===== src/logic/axh_regs.svh =====
`ifndef AXH_REGS_SVH
`define AXH_REGS_SVH
// Own register offsets, byte addresses on APB.
`define AXH_OFS_CTRL 8'h00
`define AXH_OFS_SAMPLE0 8'h04
`define AXH_OFS_STATUS 8'h14
`define AXH_OFS_IMAGE 8'h18
`define AXH_SAMPLE_CNT 4
// Control register fields.
`define AXH_CTRL_ENABLE 0
`define AXH_CTRL_CFG_TWO 1
`define AXH_CTRL_PSPD 2
`define AXH_CTRL_CSPD 4
`define AXH_CTRL_PLINE 6
`define AXH_CTRL_CLINE 8
`define AXH_CTRL_FMT 10
`define AXH_CTRL_RESET 32'h0000_0000
// Status register fields.
`define AXH_STAT_VALID 0
`define AXH_STAT_RATE_OK 1
`define AXH_STAT_RUN 2
`define AXH_STAT_HALF 8
// Device register images: speed_and_clock_select fields.
`define AXH_D03_PSPD 6
`define AXH_D03_CSPD 4
`define AXH_D03_CAP_CLK 0
// serial_format_and_line_mode fields.
`define AXH_D04_FMT 4
`define AXH_D04_CLINE 2
`define AXH_D04_PLINE 0
// port_role_and_aux_clock fields.
`define AXH_D05_PMASTER 7
`define AXH_D05_CMASTER 6
`define AXH_D05_AUXSRC 5
// Field codes.
`define AXH_SPD_SINGLE 2'h0
`define AXH_SPD_DOUBLE 2'h1
`define AXH_SPD_RSVD 2'h3
`define AXH_LINE_OFF 2'h0
`define AXH_LINE_ONE 2'h1
`define AXH_LINE_TWO 2'h2
`define AXH_LINE_RSVD 2'h3
// Sample framing: bits per sample, bit clocks per half frame.
`define AXH_SAMPLE_BITS 24
`define AXH_HALF_64FS 7'h20
`define AXH_HALF_128FS 7'h40
`define AXH_CNT_MAX 7'h7F
`endif


===== src/logic/axh_pkg.sv =====
package axh_pkg;
    typedef enum logic [1:0] {
        AXH_IDLE = 2'b01,
        AXH_RUN = 2'b10
    } axh_mode_t;

    typedef struct packed {
        logic [2:0] fmt;
        logic [1:0] cap_line;
        logic [1:0] play_line;
        logic [1:0] cap_speed;
        logic [1:0] play_speed;
        logic cfg_two;
        logic enable;
    } axh_ctrl_t;

    typedef struct packed {
        logic [7:0] speed_img;
        logic [7:0] format_img;
        logic [7:0] role_img;
    } axh_image_t;

    typedef struct packed {
        axh_mode_t mode;
        axh_ctrl_t ctrl;
        logic [3:0][23:0] sample;
        logic [3:0] sync1;
        logic [3:0] sync2;
        logic bclk_last;
        logic lrck_last;
        logic [1:0][23:0] shift;
        logic [1:0] sdata;
        logic [6:0] bit_cnt;
        logic [6:0] half_len;
        logic rate_ok;
        logic cfg_valid;
        axh_image_t image;
        logic pready;
        logic pslverr;
        logic [31:0] prdata;
    } axh_state_t;
endpackage


===== src/logic/axh_host.sv =====
// Summary of operation
// - Auxiliary inputs carry left-justified 24-bit samples at 64 or 128 Fs.
// - Single speed accepts 64 or 128 Fs bit clock on auxiliary inputs.
// - Double speed accepts only 64 Fs bit clock on auxiliary inputs.
// - Quad speed is unsupported on auxiliary inputs.
// - Aux clock source bit 1 picks playback clocks, 0 capture clocks.
// - Configuration one needs equal playback and capture speed fields.
// - Configuration one needs both serial ports as clock masters.
// - Configuration one needs aux clock source bit at 0.
// - Configuration one line fields must form an allowed combination.
// - Configuration two limits playback line field to 00 or 01.
// - Configuration two needs both masters and aux clock source bit 1.
`timescale 1ns/1ps
`default_nettype none
`include "axh_regs.svh"

module axh_host (
    input wire logic clk_sys,
    input wire logic rst_n,
    input wire logic psel,
    input wire logic penable,
    input wire logic pwrite,
    input wire logic [7:0] paddr,
    input wire logic [31:0] pwdata,
    output logic [31:0] prdata,
    output logic pready,
    output logic pslverr,
    input wire logic playback_bit_clock,
    input wire logic playback_frame_clock,
    input wire logic capture_bit_clock,
    input wire logic capture_frame_clock,
    output logic aux_converter_input_a,
    output logic aux_converter_input_b,
    output logic config_valid,
    output logic [7:0] dev_speed_img,
    output logic [7:0] dev_format_img,
    output logic [7:0] dev_role_img
);

    // ************************************************************
    // Decoding helpers
    // ************************************************************

    function automatic logic axh_mapped(input logic [7:0] addr);
        axh_mapped = (addr == `AXH_OFS_CTRL) || (addr == `AXH_OFS_STATUS) ||
                     (addr == `AXH_OFS_IMAGE) ||
                     ((addr >= `AXH_OFS_SAMPLE0) && (addr < `AXH_OFS_STATUS) &&
                      (addr[1:0] == 2'h0));
    endfunction

    // Checks the requested settings before they reach the device.
    function automatic logic axh_cfg_ok(input axh_pkg::axh_ctrl_t c);
        logic ok;
        ok = 1'b1;
        if ((c.play_speed == `AXH_SPD_RSVD) ||
            (c.cap_speed == `AXH_SPD_RSVD)) begin
            ok = 1'b0;
        end
        if ((c.play_line == `AXH_LINE_RSVD) ||
            (c.cap_line == `AXH_LINE_RSVD)) begin
            ok = 1'b0;
        end
        if ((c.play_line == `AXH_LINE_TWO) &&
            (c.play_speed != `AXH_SPD_SINGLE)) begin
            ok = 1'b0;
        end
        if (!c.cfg_two) begin
            if (c.play_speed != c.cap_speed) begin
                ok = 1'b0;
            end
            if ((c.play_line == `AXH_LINE_TWO) &&
                (c.cap_line != `AXH_LINE_TWO)) begin
                ok = 1'b0;
            end
            if ((c.cap_line == `AXH_LINE_TWO) &&
                (c.play_line == `AXH_LINE_ONE)) begin
                ok = 1'b0;
            end
        end else begin
            if (c.play_line == `AXH_LINE_TWO) begin
                ok = 1'b0;
            end
            if ((c.cap_line == `AXH_LINE_TWO) &&
                (c.play_line != `AXH_LINE_OFF)) begin
                ok = 1'b0;
            end
        end
        axh_cfg_ok = ok;
    endfunction

    // ************************************************************
    // State
    // ************************************************************

    axh_pkg::axh_state_t s_reg;
    axh_pkg::axh_state_t s_next;

    logic bclk;
    logic lrck;
    logic bclk_fall;
    logic multiplexed_line_operation;
    logic [1:0] spd;
    logic [2:0] sidx;
    logic [1:0] rsel;

    always_comb begin
        s_next = s_reg;
        sidx = 3'h0;
        s_next.sync1 = {capture_frame_clock, capture_bit_clock,
                        playback_frame_clock, playback_bit_clock};
        s_next.sync2 = s_reg.sync1;

        // The aux clock source follows the configuration choice.
        bclk = s_reg.ctrl.cfg_two ? s_reg.sync2[0] : s_reg.sync2[2];
        lrck = s_reg.ctrl.cfg_two ? s_reg.sync2[1] : s_reg.sync2[3];
        spd = s_reg.ctrl.cfg_two ? s_reg.ctrl.play_speed :
                                   s_reg.ctrl.cap_speed;
        s_next.bclk_last = bclk;
        bclk_fall = s_reg.bclk_last & ~bclk;
        multiplexed_line_operation = (s_reg.ctrl.play_line != `AXH_LINE_OFF) ||
              (s_reg.ctrl.cap_line != `AXH_LINE_OFF);
        s_next.cfg_valid = axh_cfg_ok(s_reg.ctrl);

        // ********************************************************
        // Device register images
        // ********************************************************
        // Checked on the live settings so a bad write never leaks out.
        if (axh_cfg_ok(s_reg.ctrl)) begin
            s_next.image.speed_img = 8'h00;
            s_next.image.speed_img[`AXH_D03_PSPD +: 2] = s_reg.ctrl.play_speed;
            s_next.image.speed_img[`AXH_D03_CSPD +: 2] = s_reg.ctrl.cap_speed;
            // Capture output runs on playback clocks in configuration two.
            s_next.image.speed_img[`AXH_D03_CAP_CLK] =
                s_reg.ctrl.cfg_two;
            s_next.image.format_img = 8'h00;
            s_next.image.format_img[`AXH_D04_FMT +: 3] = s_reg.ctrl.fmt;
            s_next.image.format_img[`AXH_D04_CLINE +: 2] = s_reg.ctrl.cap_line;
            s_next.image.format_img[`AXH_D04_PLINE +: 2] = s_reg.ctrl.play_line;
            s_next.image.role_img = 8'h00;
            s_next.image.role_img[`AXH_D05_PMASTER] = 1'b1;
            s_next.image.role_img[`AXH_D05_CMASTER] = 1'b1;
            s_next.image.role_img[`AXH_D05_AUXSRC] =
                s_reg.ctrl.cfg_two;
        end

        // ********************************************************
        // Auxiliary converter serialiser
        // ********************************************************
        case (s_reg.mode)
            axh_pkg::AXH_IDLE: begin
                s_next.sdata = 2'h0;
                if (s_reg.ctrl.enable && s_reg.cfg_valid && multiplexed_line_operation) begin
                    s_next.mode = axh_pkg::AXH_RUN;
                    s_next.lrck_last = lrck;
                    s_next.bit_cnt = `AXH_CNT_MAX;
                end
            end
            axh_pkg::AXH_RUN: begin
                if (!(s_reg.ctrl.enable && s_reg.cfg_valid && multiplexed_line_operation)) begin
                    s_next.mode = axh_pkg::AXH_IDLE;
                    s_next.sdata = 2'h0;
                end else if (bclk_fall) begin
                    // Data changes on the falling edge so the device
                    // sees it stable at the next rising edge.
                    if (lrck != s_reg.lrck_last) begin
                        s_next.lrck_last = lrck;
                        s_next.half_len = s_reg.bit_cnt;
                        s_next.bit_cnt = 7'h01;
                        for (int i = 0; i < 2; i++) begin
                            // Left sample while the frame clock is high.
                            sidx = 3'(i * 2) + {2'h0, ~lrck};
                            s_next.sdata[i] =
                                s_reg.sample[sidx[1:0]][23];
                            s_next.shift[i] =
                                {s_reg.sample[sidx[1:0]][22:0], 1'b0};
                        end
                    end else begin
                        if (s_reg.bit_cnt != `AXH_CNT_MAX) begin
                            s_next.bit_cnt = s_reg.bit_cnt + 7'h01;
                        end
                        for (int i = 0; i < 2; i++) begin
                            s_next.sdata[i] = s_reg.shift[i][23];
                            s_next.shift[i] = {s_reg.shift[i][22:0], 1'b0};
                        end
                    end
                end
            end
            default: begin
                s_next.mode = axh_pkg::AXH_IDLE;
                s_next.sdata = 2'h0;
            end
        endcase

        // Bit clock ratio check against the selected speed.
        s_next.rate_ok =
            ((spd == `AXH_SPD_SINGLE) &&
             ((s_reg.half_len == `AXH_HALF_64FS) ||
              (s_reg.half_len == `AXH_HALF_128FS))) ||
            ((spd == `AXH_SPD_DOUBLE) &&
             (s_reg.half_len == `AXH_HALF_64FS));

        // ********************************************************
        // APB slave
        // ********************************************************
        rsel = paddr[3:2] - 2'h1;
        if (psel && !penable) begin
            s_next.pready = 1'b1;
            s_next.pslverr = !axh_mapped(paddr);
            s_next.prdata = 32'h0000_0000;
            if (paddr == `AXH_OFS_CTRL) begin
                s_next.prdata[12:0] = s_reg.ctrl;
            end else if (paddr == `AXH_OFS_STATUS) begin
                s_next.prdata[`AXH_STAT_VALID] = s_reg.cfg_valid;
                s_next.prdata[`AXH_STAT_RATE_OK] = s_reg.rate_ok;
                s_next.prdata[`AXH_STAT_RUN] =
                    (s_reg.mode == axh_pkg::AXH_RUN);
                s_next.prdata[`AXH_STAT_HALF +: 7] = s_reg.half_len;
            end else if (paddr == `AXH_OFS_IMAGE) begin
                s_next.prdata[23:0] = s_reg.image;
            end else if (axh_mapped(paddr)) begin
                s_next.prdata[23:0] = s_reg.sample[rsel];
            end
        end else if (psel && penable && s_reg.pready) begin
            s_next.pready = 1'b0;
            s_next.pslverr = 1'b0;
            if (pwrite && !s_reg.pslverr) begin
                if (paddr == `AXH_OFS_CTRL) begin
                    s_next.ctrl.enable = pwdata[`AXH_CTRL_ENABLE];
                    s_next.ctrl.cfg_two = pwdata[`AXH_CTRL_CFG_TWO];
                    s_next.ctrl.play_speed = pwdata[`AXH_CTRL_PSPD +: 2];
                    s_next.ctrl.cap_speed = pwdata[`AXH_CTRL_CSPD +: 2];
                    s_next.ctrl.play_line = pwdata[`AXH_CTRL_PLINE +: 2];
                    s_next.ctrl.cap_line = pwdata[`AXH_CTRL_CLINE +: 2];
                    s_next.ctrl.fmt = pwdata[`AXH_CTRL_FMT +: 3];
                end else if ((paddr != `AXH_OFS_STATUS) &&
                             (paddr != `AXH_OFS_IMAGE)) begin
                    s_next.sample[rsel] = pwdata[23:0];
                end
            end
        end else begin
            s_next.pready = 1'b0;
            s_next.pslverr = 1'b0;
        end
    end

    always_ff @(posedge clk_sys) begin
        if (!rst_n) begin
            s_reg <= '0;
            s_reg.mode <= axh_pkg::AXH_IDLE;
            s_reg.ctrl <= 13'(`AXH_CTRL_RESET);
        end else begin
            s_reg <= s_next;
        end
    end

    assign prdata = s_reg.prdata;
    assign pready = s_reg.pready;
    assign pslverr = s_reg.pslverr;
    assign aux_converter_input_a = s_reg.sdata[0];
    assign aux_converter_input_b = s_reg.sdata[1];
    assign config_valid = s_reg.cfg_valid;
    assign dev_speed_img = s_reg.image.speed_img;
    assign dev_format_img = s_reg.image.format_img;
    assign dev_role_img = s_reg.image.role_img;

endmodule
`default_nettype wire


===== config.mk =====
export PLATFORM = sky130hd
export DESIGN_NAME = axh_host
export DESIGN_NICKNAME = d
export VERILOG_FILES = /design/src/logic/axh_pkg.sv /design/src/logic/axh_host.sv
export VERILOG_INCLUDE_DIRS = /design/src /design/src/logic
export SDC_FILE = /design/constraint.sdc
export NUM_CORES = 1
export LEC_CHECK = 0
export BUFFER_PORTS_ARGS = -buffer_cell sky130_fd_sc_hd__clkbuf_2
export CAP_MARGIN = 5
export CORE_ASPECT_RATIO = 1.4
export CORE_UTILIZATION = 60
export CTS_BUF_LIST = sky130_fd_sc_hd__clkbuf_4
export CTS_CLUSTER_SIZE = 16
export DETAILED_ROUTE_END_ITERATION = 8
export PLACE_DENSITY = 0.82
export SYNTH_ARGS = -nofsm -noshare
export SYNTH_HDL_FRONTEND = slang
export SYNTH_SLANG_ARGS = --single-unit

===== constraint.sdc =====
create_clock -name clk_sys -period 7.2 [get_ports clk_sys]
set_clock_uncertainty 0.1 [all_clocks]
set_input_delay 0.36 -clock clk_sys [delete_from_list [all_inputs] [get_ports clk_sys]]
set_output_delay 0.36 -clock clk_sys [all_outputs]
set_load 0.005 [all_outputs]

==> results.sh <==
export IMPL_status="finished, final reports clean"
export IMPL_r2r_slack_ns=4.07
export IMPL_tightest_slew_ns=1.15
export IMPL_ys_warnings_count=0
export IMPL_drive_gt1_frac=0.145
export IMPL_cp_max_fo=95
export IMPL_postCtsSetupBuffers=0
export IMPL_synth_area_leaders="dfxtp_1 40%, nand2_1 13%, mux2i_1 9.5%"
export IMPL_cp_num_cells=6
export IMPL_hold_class="in -> reg"
export IMPL_max_freq_mhz=320
export IMPL_reg2reg_depth=6
export IMPL_io_pins=110
export IMPL_crit_arrival_ns=3.52
export IMPL_grt_pass1_vias=9362
export IMPL_clockBufferDepth=3
export IMPL_synth_yosys_seq_area_share=0.400
export IMPL_crit_chain="mux2i_4 -> buf_4 -> xnor2_1 -> nand3_1 -> mux2i_1 -> nor2_1"
export IMPL_hold_depth=3
export IMPL_cts_resized=0
export IMPL_switching_share=0.244
export IMPL_drtIter0Drc=975
export IMPL_final_cell_mix="387 x nand2_1, 223 x dfxtp_1, 130 x nor2_1, 116 x a21oi_1, 105 x mux2i_1"
export IMPL_numCtsBuffers=53
export IMPL_yosysTopAreaCellShare=0.400
export IMPL_slew_headroom=0.231
export IMPL_dr_pass1_iters=5
export IMPL_combPwrFrac=0.055
export IMPL_antenna_found_initial=1
export IMPL_critPathMaxStageDelay_ns=0.79
export IMPL_dieArea_mm2=0.0192
export IMPL_powerDensity_mw_per_mm2=196
export IMPL_syn_inst=1401
export IMPL_ys_flop_type="dfxtp_1"
export IMPL_worstHoldStart="paddr[4]"
export IMPL_place_hpwl_um=17600
export IMPL_via_per_inst=5.88
export IMPL_synth_seq_cells=224
export IMPL_hold_ws_ns=0.0958
export IMPL_synth_edf_count=0
export IMPL_final_common_cell="nand2_1"
export IMPL_cts_tree="done"
export IMPL_internal_power_uw=1800
export IMPL_vias=10100
export IMPL_post_route_period_util=0.434
export IMPL_cp_slowest_cell="buf_4"
export IMPL_drv_slew=0
export IMPL_async_flop_share=0
export IMPL_synth_cell_types=54
export IMPL_fillers=1469
export IMPL_largest_reg_flops=178
export IMPL_worstPathRequired_ns=7.60
export IMPL_hold_violations=0
export IMPL_rsz0062_at_grt="false"
export IMPL_numPortBuffers=84
export IMPL_cts_htree_levels=2
export IMPL_routed_wl_um=28500
export IMPL_grt_start_max_net_pins=107
export IMPL_path_class="reg -> reg"
export IMPL_ant_nets=0
export IMPL_chipHeight_um=164
export IMPL_p_leak_uw=0.00482
export IMPL_fin_nets=1497
export IMPL_core_mm2=0.0181
export IMPL_crit_buf_inv=1
export IMPL_clock_sinks=224
export IMPL_grt_ovfl_total=0
export IMPL_place_gp_congestion=0.890
export IMPL_setup_ws_ns=4.07
export IMPL_start_util=0.618
export IMPL_grt_pass1_wl_um=46200
export IMPL_drv_cap=0
export IMPL_cts_root_buf="clkbuf_4"
export IMPL_endpoint_kind="flip-flop"
export IMPL_total_power_uw=2390
export IMPL_track_usage=0.296
export IMPL_syn_avg_cell_area_um2=8.00
export IMPL_clkTransAtPathRegs_ns=0.07
export IMPL_crit_path_start_kind="flip-flop"
export IMPL_power_switching_uw=582
export IMPL_hold_path_endpoint="prdata[16]"
export IMPL_critPathTopFamily="buffers and inverters"
export IMPL_dp_slack_ns=3.80
export IMPL_clock_power_share=0.422
export IMPL_r2r_start="s_reg[231]"
export IMPL_synth_largest_area_cell="dfxtp_1"
export IMPL_vdd_drop_max_mv=0.101
export IMPL_syn_area_mm2=0.0112
export IMPL_dieWidth_um=118
export IMPL_syn2layout_area_growth_pct=8.59
export IMPL_wire_per_inst_um=16.6
export IMPL_setup_viol=0
export IMPL_drc=0
export IMPL_fin_setup_tns_ns=0
export IMPL_layout_min_cycle_time_ns=3.13
export IMPL_p_seq_frac=0.523
export IMPL_r2r_end="s_reg[65]"
export IMPL_clk_latency_ns=0.67
export IMPL_num_rows=58
-- cells in the mapped netlist (6+ instances only) --
cell / n
dfxtp_1: 224
a21oi_1: 116
and2_1: 13
ha_1: 6
nand3_1: 55
clkbuf_1: 68
nand2_1: 387
o22ai_1: 6
nor2b_1: 14
buf_2: 8
o211ai_1: 51
mux2i_1: 106
buf_1: 11
nor2_1: 130
o21ai_0: 16
nand2b_1: 10
mux4_2: 24
buf_4: 65
inv_1: 18
-- routing by layer --
metal,global-route usage,wire [µm],up-vias,share of wire
met3,0.0559,2210,94,0.078
met4,0.164,1110,0,0.039
met1,0.352,11100,4739,0.39
met5,0,0,-,0
met2,0.506,14100,470,0.49
li1,-,-,4778,-
-- cells by family after synthesis --
logic type,Yosys count,share of synthesized area
and+or+nand+nor,630,0.232
AOI/OAI and AO/OA,230,0.129
DFF,224,0.400
buffers and inverters,175,0.0847
muxes,132,0.145
adders and majority gates,6,0.00670
xor gates and xnor gates,3,0.00235
other,1,0.000335
-- power groups by stage --
stage / combinational (µW) / sequential, µW / clock [µW]
finish: 132 / 1250 / 1010
global route: 142 / 1250 / 1090
CTS: 130 / 1250 / 1020
detailed placement: 118 / 1280 / 0
global placement: 116 / 1270 / 0
floorplan: 83.3 / 1270 / 0
-- repair_timing --
action,in CTS,in global routing
endpoints found under the setup margin,0,0
hold buffers,28,0
endpoints found under the hold margin,112,0
-- worst register-to-register path, stage by stage (launching register included) --
cell     delay (ns)
dfxtp_1        0.57
mux2i_4        0.29
buf_4          0.80
xnor2_1        0.37
nand3_1        0.48
mux2i_1        0.29
nor2_1         0.07
-- layout make-up --
cell class	count	area (µm²)	share of cell area
Inverter	19	73.8	0.00607
Sequential cell	224	4490	0.369
Clock buffer	77	578	0.0475
Multi-Input combinational cell	1018	5860	0.482
Tap cell	240	300	0.0247
Timing Repair Buffer	126	806	0.0662
Clock inverter	9	60.1	0.00494
Antenna cell	1	2.50	0.000206
-- through the flow --
step / util / area, µm² / instances
4_1_cts: 0.671 / 12200 / 1713
3_5_place_dp: 0.620 / 11200 / 1599
3_3_place_gp: 0.620 / 11200 / 1599
6_report: 0.671 / 12200 / 1714
5_1_grt: 0.671 / 12200 / 1714
2_1_floorplan: - / 11300 / 1417
-- how the worst max path moves through the flow --
stage / from / to / slack [ns]
2_1_floorplan: paddr[2] / prdata[0] / 4.43
6_report: s_reg[231] / s_reg[65] / 4.07
3_3_place_gp: paddr[2] / s_reg[239] / 3.87
3_5_place_dp: paddr[2] / s_reg[241] / 3.80
4_1_cts: s_reg[231] / s_reg[65] / 4.08
5_1_grt: s_reg[231] / s_reg[62] / 3.89
Power figures use the tool's default switching activity.
